<file path="src/rtl/tefl_map.svh">
// Purpose: Register offsets, bit positions, reset values and mode codes of the timer event flag block
// Assumes: APB byte addresses, one 32-bit aligned word per register
// Notes: Definitions only
`ifndef TEFL_MAP_SVH
`define TEFL_MAP_SVH

// Register byte offsets
`define TEFL_OFS_FLAGS 12'h000
`define TEFL_OFS_MASK 12'h004
`define TEFL_OFS_CTRL 12'h008
`define TEFL_OFS_CAPT 12'h00C

// Flag register bit positions
`define TEFL_BIT_SECOND_MATCH 7
`define TEFL_BIT_SECOND_OVF 6
`define TEFL_BIT_CAPTURE 5
`define TEFL_BIT_CMP_A 4
`define TEFL_BIT_CMP_B 3
`define TEFL_BIT_WIDE_OVF 2
`define TEFL_BIT_FIRST_MATCH 1
`define TEFL_BIT_FIRST_OVF 0

// Control register field positions
`define TEFL_CTRL_MODE_LSB 0
`define TEFL_CTRL_MODE_MSB 3
`define TEFL_CTRL_EDGE_BIT 4
`define TEFL_CTRL_GIE_BIT 5

// Reset values
`define TEFL_FLAGS_RST 8'h00
`define TEFL_MASK_RST 8'h00
`define TEFL_CTRL_RST 6'h00
`define TEFL_CAPT_RST 16'h0000

// Waveform modes of interest
`define TEFL_MODE_NORMAL 4'h0
`define TEFL_MODE_CTC_OCRA 4'h4
`define TEFL_MODE_CTC_CAPT 4'hC
`define TEFL_MODE_FPWM_CAPT 4'hE
`define TEFL_MODE_PFC_CAPT 4'h8
`define TEFL_MODE_PC_CAPT 4'hA

// Counter maximum
`define TEFL_COUNT_MAX 16'hFFFF

`endif

</file>
<file path="src/rtl/tefl_pkg.sv">
// Purpose: Shared types of the timer event flag block
// Assumes: Constants live in tefl_map.svh
// Notes: Types only
package tefl_pkg;
   typedef logic [3:0] tefl_mode_t;
   typedef logic [7:0] tefl_byte_t;
   typedef logic [15:0] tefl_word_t;
endpackage

</file>
<file path="src/rtl/tefl_pin_edge.sv">
// Purpose: Synchronise the capture pin and report its rising and falling edges
// Assumes: Pin is asynchronous to pclk
// Notes: Edges are one-cycle pulses, two cycles behind the pin
`timescale 1ns/10ps
module tefl_pin_edge
(
   input wire logic pclk,
   input wire logic presetn,
   input wire logic pin,
   output logic rise,
   output logic fall
);
   logic meta_reg;
   logic sync_reg;
   logic prev_reg;

   // Two-stage synchroniser, then one stage of history
   always_ff @(posedge pclk or negedge presetn)
   begin
      if (!presetn)
      begin
         meta_reg <= 1'b0;
         sync_reg <= 1'b0;
         prev_reg <= 1'b0;
      end
      else
      begin
         meta_reg <= pin;
         sync_reg <= meta_reg;
         prev_reg <= sync_reg;
      end
   end

   // Edge decode reads only settled stages
   assign rise = sync_reg & ~prev_reg;
   assign fall = ~sync_reg & prev_reg;
endmodule

</file>
<file path="src/rtl/tefl_top.sv">
// Purpose: Event flag logic of the 16-bit timer: capture, compare A, compare B and overflow flags
// Assumes: Datapath inputs share pclk; timer_tick is a one-cycle timer clock enable
// Notes: Registers reached over APB; pready comes one cycle after setup
`timescale 1ns/10ps
`include "tefl_map.svh"
module tefl_top
(
   input wire logic pclk,
   input wire logic presetn,
   input wire logic psel,
   input wire logic penable,
   input wire logic pwrite,
   input wire logic [11:0] paddr,
   input wire logic [31:0] pwdata,
   output logic [31:0] prdata,
   output logic pready,
   output logic pslverr,
   input wire logic timer_tick,
   input wire tefl_pkg::tefl_word_t wide_counter_value,
   input wire tefl_pkg::tefl_word_t compare_register_a,
   input wire tefl_pkg::tefl_word_t compare_register_b,
   input wire logic force_compare_a_strobe,
   input wire logic force_compare_b_strobe,
   input wire logic mode_overflow_event,
   input wire logic capture_input_pin,
   input wire logic [3:0] other_timer_flag_set,
   input wire logic [3:0] vector_executed,
   output logic [3:0] irq_request,
   output logic compare_a_event,
   output logic compare_b_event,
   output tefl_pkg::tefl_word_t capture_register,
   output tefl_pkg::tefl_mode_t waveform_mode_field
);
   import tefl_pkg::*;

   tefl_byte_t timer_interrupt_flags_reg;
   tefl_byte_t timer_interrupt_flags_next;
   tefl_byte_t timer_interrupt_mask_reg;
   tefl_byte_t timer_interrupt_mask_next;
   logic [5:0] ctrl_reg;
   logic [5:0] ctrl_next;
   tefl_word_t capture_reg;
   tefl_word_t capture_next;
   logic hit_a_reg;
   logic hit_a_next;
   logic hit_b_reg;
   logic hit_b_next;
   logic [3:0] irq_reg;
   logic [3:0] irq_next;
   logic cmp_a_out_reg;
   logic cmp_a_out_next;
   logic cmp_b_out_reg;
   logic cmp_b_out_next;
   logic [31:0] prdata_reg;
   logic [31:0] prdata_next;
   logic pready_reg;
   logic pready_next;
   logic pslverr_reg;
   logic pslverr_next;
   logic pin_rise;
   logic pin_fall;
   logic wr_en;
   logic addr_ok;
   logic capt_is_top;
   logic ovf_plain_mode;
   logic capture_evt;
   tefl_byte_t set_vec;
   tefl_byte_t clr_vec;
   tefl_mode_t mode;
   logic edge_sel;
   logic gie;

   assign mode = ctrl_reg[`TEFL_CTRL_MODE_MSB:`TEFL_CTRL_MODE_LSB];
   assign edge_sel = ctrl_reg[`TEFL_CTRL_EDGE_BIT];
   assign gie = ctrl_reg[`TEFL_CTRL_GIE_BIT];

   // Pin edges after a two-stage synchroniser
   tefl_pin_edge u_pin_edge
   (
      .pclk(pclk),
      .presetn(presetn),
      .pin(capture_input_pin),
      .rise(pin_rise),
      .fall(pin_fall)
   );

   // Mode decode; capture-as-ceiling modes disconnect the pin
   assign capt_is_top = (mode == `TEFL_MODE_CTC_CAPT) || (mode == `TEFL_MODE_FPWM_CAPT) ||
                        (mode == `TEFL_MODE_PFC_CAPT) || (mode == `TEFL_MODE_PC_CAPT);
   assign ovf_plain_mode = (mode == `TEFL_MODE_NORMAL) || (mode == `TEFL_MODE_CTC_OCRA) ||
                           (mode == `TEFL_MODE_CTC_CAPT);

   assign capture_evt = ~capt_is_top & (edge_sel ? pin_rise : pin_fall);

   // APB decode; a write lands only at the edge where pready is sampled high
   assign addr_ok = (paddr == `TEFL_OFS_FLAGS) || (paddr == `TEFL_OFS_MASK) ||
                    (paddr == `TEFL_OFS_CTRL) || (paddr == `TEFL_OFS_CAPT);
   assign wr_en = psel & penable & pready_reg & pwrite & addr_ok;

   // Compare pipelines and overflow; compares and plain-mode overflow paced by the timer clock enable, mode_overflow_event not
   always_comb
   begin
      hit_a_next = hit_a_reg;
      hit_b_next = hit_b_reg;
      set_vec = 8'h00;
      // match seen now, flag next tick
      if (timer_tick)
      begin
         hit_a_next = (wide_counter_value == compare_register_a);
         set_vec[`TEFL_BIT_CMP_A] = hit_a_reg;
      end
      if (timer_tick)
      begin
         hit_b_next = (wide_counter_value == compare_register_b);
         set_vec[`TEFL_BIT_CMP_B] = hit_b_reg;
      end
      if (capt_is_top)
      begin
         set_vec[`TEFL_BIT_CAPTURE] = timer_tick & (wide_counter_value == capture_reg);
      end
      else
      begin
         set_vec[`TEFL_BIT_CAPTURE] = capture_evt;
      end
      if (ovf_plain_mode)
      begin
         set_vec[`TEFL_BIT_WIDE_OVF] = timer_tick & (wide_counter_value == `TEFL_COUNT_MAX);
      end
      else
      begin
         set_vec[`TEFL_BIT_WIDE_OVF] = mode_overflow_event;
      end
      // Other timers only share the register
      set_vec[`TEFL_BIT_SECOND_MATCH] = other_timer_flag_set[3];
      set_vec[`TEFL_BIT_SECOND_OVF] = other_timer_flag_set[2];
      set_vec[`TEFL_BIT_FIRST_MATCH] = other_timer_flag_set[1];
      set_vec[`TEFL_BIT_FIRST_OVF] = other_timer_flag_set[0];
   end

   // Flag clears from vectors and from software
   always_comb
   begin
      clr_vec = 8'h00;
      clr_vec[`TEFL_BIT_CAPTURE] = vector_executed[3];
      clr_vec[`TEFL_BIT_CMP_A] = vector_executed[2];
      clr_vec[`TEFL_BIT_CMP_B] = vector_executed[1];
      clr_vec[`TEFL_BIT_WIDE_OVF] = vector_executed[0];
      if (wr_en && (paddr == `TEFL_OFS_FLAGS))
      begin
         clr_vec = clr_vec | pwdata[7:0];
      end
   end

   // Flag, mask, control and capture next values
   always_comb
   begin
      timer_interrupt_flags_next = (timer_interrupt_flags_reg & ~clr_vec) | set_vec;
      timer_interrupt_mask_next = timer_interrupt_mask_reg;
      ctrl_next = ctrl_reg;
      capture_next = capture_reg;
      if (wr_en && (paddr == `TEFL_OFS_MASK))
      begin
         timer_interrupt_mask_next = pwdata[7:0];
      end
      if (wr_en && (paddr == `TEFL_OFS_CTRL))
      begin
         ctrl_next = pwdata[5:0];
      end
      if (capture_evt)
      begin
         capture_next = wide_counter_value;
      end
   end

   // Interrupt requests and compare outputs to the waveform side
   always_comb
   begin
      irq_next[3] = gie & timer_interrupt_flags_reg[`TEFL_BIT_CAPTURE] & timer_interrupt_mask_reg[`TEFL_BIT_CAPTURE];
      irq_next[2] = gie & timer_interrupt_flags_reg[`TEFL_BIT_CMP_A] & timer_interrupt_mask_reg[`TEFL_BIT_CMP_A];
      irq_next[1] = gie & timer_interrupt_flags_reg[`TEFL_BIT_CMP_B] & timer_interrupt_mask_reg[`TEFL_BIT_CMP_B];
      irq_next[0] = gie & timer_interrupt_flags_reg[`TEFL_BIT_WIDE_OVF] &
                    timer_interrupt_mask_reg[`TEFL_BIT_WIDE_OVF];
      // forced strobe reaches output only, never the flag
      cmp_a_out_next = (timer_tick & hit_a_reg) | force_compare_a_strobe;
      cmp_b_out_next = (timer_tick & hit_b_reg) | force_compare_b_strobe;
   end

   // APB answer: no wait state, read data prepared in setup
   always_comb
   begin
      pready_next = psel & ~penable & ~pready_reg;
      pslverr_next = pslverr_reg;
      prdata_next = prdata_reg;
      if (psel && !penable)
      begin
         pslverr_next = ~addr_ok;
         prdata_next = 32'h00000000;
         if (!pwrite)
         begin
            case (paddr)
               `TEFL_OFS_FLAGS: prdata_next = {24'h000000, timer_interrupt_flags_reg};
               `TEFL_OFS_MASK: prdata_next = {24'h000000, timer_interrupt_mask_reg};
               `TEFL_OFS_CTRL: prdata_next = {26'h0, ctrl_reg};
               `TEFL_OFS_CAPT: prdata_next = {16'h0000, capture_reg};
               default: prdata_next = 32'h00000000;
            endcase
         end
      end
   end

   // All state registers
   always_ff @(posedge pclk or negedge presetn)
   begin
      if (!presetn)
      begin
         timer_interrupt_flags_reg <= `TEFL_FLAGS_RST;
         timer_interrupt_mask_reg <= `TEFL_MASK_RST;
         ctrl_reg <= `TEFL_CTRL_RST;
         capture_reg <= `TEFL_CAPT_RST;
         hit_a_reg <= 1'b0;
         hit_b_reg <= 1'b0;
         irq_reg <= 4'h0;
         cmp_a_out_reg <= 1'b0;
         cmp_b_out_reg <= 1'b0;
         prdata_reg <= 32'h00000000;
         pready_reg <= 1'b0;
         pslverr_reg <= 1'b0;
      end
      else
      begin
         timer_interrupt_flags_reg <= timer_interrupt_flags_next;
         timer_interrupt_mask_reg <= timer_interrupt_mask_next;
         ctrl_reg <= ctrl_next;
         capture_reg <= capture_next;
         hit_a_reg <= hit_a_next;
         hit_b_reg <= hit_b_next;
         irq_reg <= irq_next;
         cmp_a_out_reg <= cmp_a_out_next;
         cmp_b_out_reg <= cmp_b_out_next;
         prdata_reg <= prdata_next;
         pready_reg <= pready_next;
         pslverr_reg <= pslverr_next;
      end
   end

   // Outputs straight from flops
   assign prdata = prdata_reg;
   assign pready = pready_reg;
   assign pslverr = pslverr_reg;
   assign irq_request = irq_reg;
   assign compare_a_event = cmp_a_out_reg;
   assign compare_b_event = cmp_b_out_reg;
   assign capture_register = capture_reg;
   assign waveform_mode_field = mode;
endmodule

</file>
<file path="config.mk">
export PLATFORM = sky130hd
export DESIGN_NAME = tefl_top
export DESIGN_NICKNAME = d
export VERILOG_FILES = /design/src/rtl/tefl_pkg.sv /design/src/rtl/tefl_pin_edge.sv /design/src/rtl/tefl_top.sv
export VERILOG_INCLUDE_DIRS = /design/src /design/src/rtl
export SDC_FILE = /design/constraint.sdc
export NUM_CORES = 1
export LEC_CHECK = 0
export BUFFER_PORTS_ARGS = -buffer_cell sky130_fd_sc_hd__buf_4
export CORE_MARGIN = 2
export CORE_UTILIZATION = 48
export CTS_BUF_LIST = sky130_fd_sc_hd__clkbuf_2 sky130_fd_sc_hd__clkbuf_4 sky130_fd_sc_hd__clkbuf_8
export DETAILED_ROUTE_END_ITERATION = 10
export PLACE_DENSITY = 0.83
export SKIP_LAST_GASP = 1
export SLEW_MARGIN = 20
export SYNTH_ARGS = -nofsm -noshare
export SYNTH_HDL_FRONTEND = slang
export SYNTH_SLANG_ARGS = --single-unit
</file>
<file path="constraint.sdc">
create_clock -name pclk -period 2.4 [get_ports pclk]
set_input_delay 0.24 -clock pclk [delete_from_list [all_inputs] [get_ports pclk]]
set_output_delay 0.24 -clock pclk [all_outputs]
set_load 0.01 [all_outputs]
</file>
==> summary by stage <==
Route
For this block, the routed nets add up to 8990 um of wire. The number of routed nets with antenna violations is 0. After detailed routing, the number of vias per cell comes to 5.29. The first TritonRoute pass finished after 4 iterations.

The number of violations reported at the end of detailed-routing iteration 0 is 93. The detailed router placed 2700 vias in this run. After detailed routing, the number of remaining DRC violations is 0. The average wire length per cell after detail routing is 17.6 um.

Critical path
The worst setup path is captured at a flip-flop. The critical path runs through a total of 6 cells. The startpoint of the most critical register-to-register path is ctrl_reg[4]. In this run the worst path has a maximum fanout of 5.

The dominant delay contributor by cell family on the critical path is simple AND/OR/NAND/NOR gates. The worst-path cell with the longest stage delay is or4_4. The worst setup path is launched from an input pin. The endpoint of the worst register-to-register path is capture_register[15]. In this run the worst setup path begins at paddr[5].

By startpoint and endpoint, the worst setup path is classified as input pin to flip-flop. For the worst setup path, the data arrival time is 2.04 ns. The highest cell delay on the worst timing path is 0.54 ns. Traced cell by cell, the critical path runs through buf_4, or4_4, nor4_4, and3_1, nand2_1, a311o_1. The minimum setup slack among reg-to-reg paths is 0.90 ns.

The number of buffers and inverters on the critical path is 1. For the worst flop-to-flop path, the logic depth is 4. The critical path required time is 2.62 ns. The critical path ends at timer_interrupt_flags_reg[2].

Layout
In the final layout, flip-flops and latches occupy 0.00168 mm2. The repair_antennas step left the layout with diodes totalling 0. The area of combinational cells with multiple inputs is 0.00160 mm2. The growth of design area from synthesis to finish is 32.4%. The final cell count without fillers is 510. The filler cell count in the final layout is 560. For this run, the post-layout net count is 517.

The proportion of layout cells with a drive suffix above 1 is 46.5%.

Global route
The met1 track utilization from global routing is 29.7%. The number of antenna violations at the first check in global routing was 0. The total congestion overflow after global routing is 0. Global routing used 23.9% of the available tracks. The first global-routing pass estimated 14000 um of wire. Entering global routing, the biggest net connects 68 pins. The number of global-route vias before repair was 2744. The most used routing layer is met2. The met2 layer usage reported by global route is 40.3%. Global routing consumed, on the met3 layer, 6.37% of the routing resources.

Placement
The cell total after placement is 494. The final RePlAce weighted congestion is 0.829. The number of buffers added on ports is 129. After legalization and detailed placement, the total HPWL measured 6890 um. Before CTS, the worst setup slack after placement is 0.200 ns.

Yosys
dfrtp_1 is the most common cell in the netlist. Yosys printed 0 warnings. The dominant cell type by area after synthesis is dfrtp_1. The mapped netlist covers 0.00348 mm2. Sorting the synthesized cells by how often they occur yields dfrtp_1, xnor2_1, mux2_2. Of the post-synthesis cell area, the dominant cell type holds 48.2%.

The predominant post-synthesis flop cell is dfrtp_1. The synthesized area divided by synthesized cell count is 12.0 um2. In this run, synthesis produced a sequential element count of 67. The share of flip-flops with an asynchronous set or reset is 100%.

Sorting the synthesized cells by area gives the leading types as dfrtp_1, xnor2_1, mux2_2, buf_4, a22o_1. Counting flops with a built-in enable in the synthesized netlist gives 0. The proportion of synthesized chip area in sequential cells is 48.2%. After synthesis, the netlist uses 34 different library cells. Synthesis produced 289 cells.

STA
Setup repair after global routing left no endpoint under its margin. The max-slew violation count was 0. The total negative slack is 0 ns. In this run the tightest slew margin relative to its limit is 45.5%.

The maximum clock frequency is 549 MHz. The measured slew at the worst slew-check pin is 0.818 ns. The clock skew is 0.00639 ns. The worst slack on hold paths is -0.00385 ns. The final-report hold violation count is 3. The fraction of the cycle the final worst path needs is 75.9%. The setup slack after layout is 0.577 ns. Setup violations remaining at the end of the flow were counted as 0.

The worst path needs 1.82 ns of the cycle, external delays included.

CTS
The setup fix buffers added after clock tree synthesis is 0. Clock-pin slew was measured on the worst setup and hold paths at 0.07 ns. The H-tree depth reported by CTS is 3. The TritonCTS sink count is 67. The number of buffers on the longest clock path is 2. The root buffer cell chosen for the clock tree is clkbuf_8.

TritonCTS built the clock tree. The number of CTS-inserted buffers is 9. For the worst-skew pair, the clock arrives at the later sink with an insertion delay of 0.34 ns.

Floorplanning
The die area is 0.00795 mm2. The die span in y is 89.1 um. 170 I/O pins were placed.

The initialized floorplan defines 31 standard-cell rows. The initial utilization of the core area, before any placement, comes to 48.8%. The floorplan die width is 89.1 um. The core region area is 0.00714 mm2.

Power
The maximum ir drop on the vdd rail is 0.347 mV. The power density over the cells is 553 mW/mm2. The analysis attributes to cell leakage a power of 2.20 nW.

Min path
In this run the worst hold path is classified as input pin to async pin.

Flow run
The reported max-cap violation count is 0.

Run status
The final reports fail on hold timing. The run finished, with violations left.
[power breakdown]
| part | internal (W) | switching, W | total (W) | leakage, nW |
|---|---|---|---|---|
| clock | 0.000416 | 0.000405 | 0.000821 | 0.0928 |
| sequential | 0.00118 | 0.0000648 | 0.00124 | 0.861 |
| combinational | 0.000271 | 0.000212 | 0.000484 | 1.25 |
[stage by stage]
step,hold WS (ns),instance area [um2],total power [W],utilization [%]
finish,-0.00385,4610,0.00255,64.5
global route,0.0611,4610,0.00267,64.5
CTS,0.0299,4610,0.00256,64.5
detailed placement,0.337,4430,0.00175,62.0
global placement,0.333,4430,0.00173,62.0
floorplan,-0.0556,3540,0.00150,-
[layout make-up]
type	count	area share [%]
Clock buffer	12	3.31
Clock inverter	3	0.326
Inverter	5	0.407
Multi-Input combinational cell	188	34.6
Sequential cell	67	36.4
Tap cell	99	2.69
Timing Repair Buffer	136	22.2
[kinds of logic (layout without fill, tap and decap cells)]
logic type | Yosys count | after routing | share of synthesized area, %
xor+xnor | 48 | 48 | 12.1
other cells | 1 | 16 | 0.108
buf+inv | 49 | 156 | 7.59
mux | 40 | 40 | 14.8
compound gates | 31 | 31 | 7.30
simple gates | 53 | 53 | 9.93
flops | 67 | 67 | 48.2
[placed cells by master (no fill, tap or decap), drive strengths merged]
| cell | Yosys | routed |
|---|---|---|
| and3 | 6 | 6 |
| mux2 | 32 | 32 |
| conb | 1 | 16 |
| mux4 | 6 | 6 |
| a21o | 6 | 6 |
| inv | 5 | 5 |
| xnor2 | 48 | 48 |
| dlygate4sd3 | 0 | 1 |
| o31a | 1 | 1 |
| nand2b | 1 | 1 |
| and4 | 1 | 1 |
| a32o | 2 | 2 |
| clkbuf | 19 | 12 |
| mux2i | 2 | 2 |
| nand4 | 16 | 16 |
| o22ai | 1 | 1 |
| buf | 25 | 135 |
| o21ai | 3 | 3 |
| dfrtp | 67 | 67 |
| nor2 | 3 | 3 |
| and3b | 1 | 1 |
| nand3 | 3 | 3 |
| or4 | 2 | 2 |
| a211o | 1 | 1 |
| a311o | 1 | 1 |
| a22o | 16 | 16 |
| clkinv | 0 | 3 |
| nor4 | 6 | 6 |
| nor3b | 2 | 2 |
| nand2 | 9 | 9 |
| nand4b | 3 | 3 |
[how the worst min path moves through the flow]
stage / startpoint / endpoint / slack (ns) / cells past startpoint
finish: presetn / compare_b_event / -0.004 / 1
global route: presetn / compare_b_event / 0.06 / 1
CTS: presetn / compare_b_event / 0.03 / 1
detailed placement: u_pin_edge.meta_reg / u_pin_edge.sync_reg / 0.34 / 0
global placement: u_pin_edge.meta_reg / u_pin_edge.sync_reg / 0.33 / 0
floorplan: presetn / capture_register[0] / -0.06 / 0
[metal layers]
metal | vias up | part of all wire [%]
met2 | 92 | 52
met3 | 18 | 5.1
met1 | 1364 | 41
li1 | 1226 | -
met4 | 0 | 1.9
met5 | - | 0
[timing repair]
action | 4_1_cts | 5_1_grt
setup endpoints to repair | 0 | 0
hold buffers | 1 | 0
endpoints found under the hold margin | 1 | 0
gates resized for setup | 0 | 0
Power figures use the tool's default switching activity.
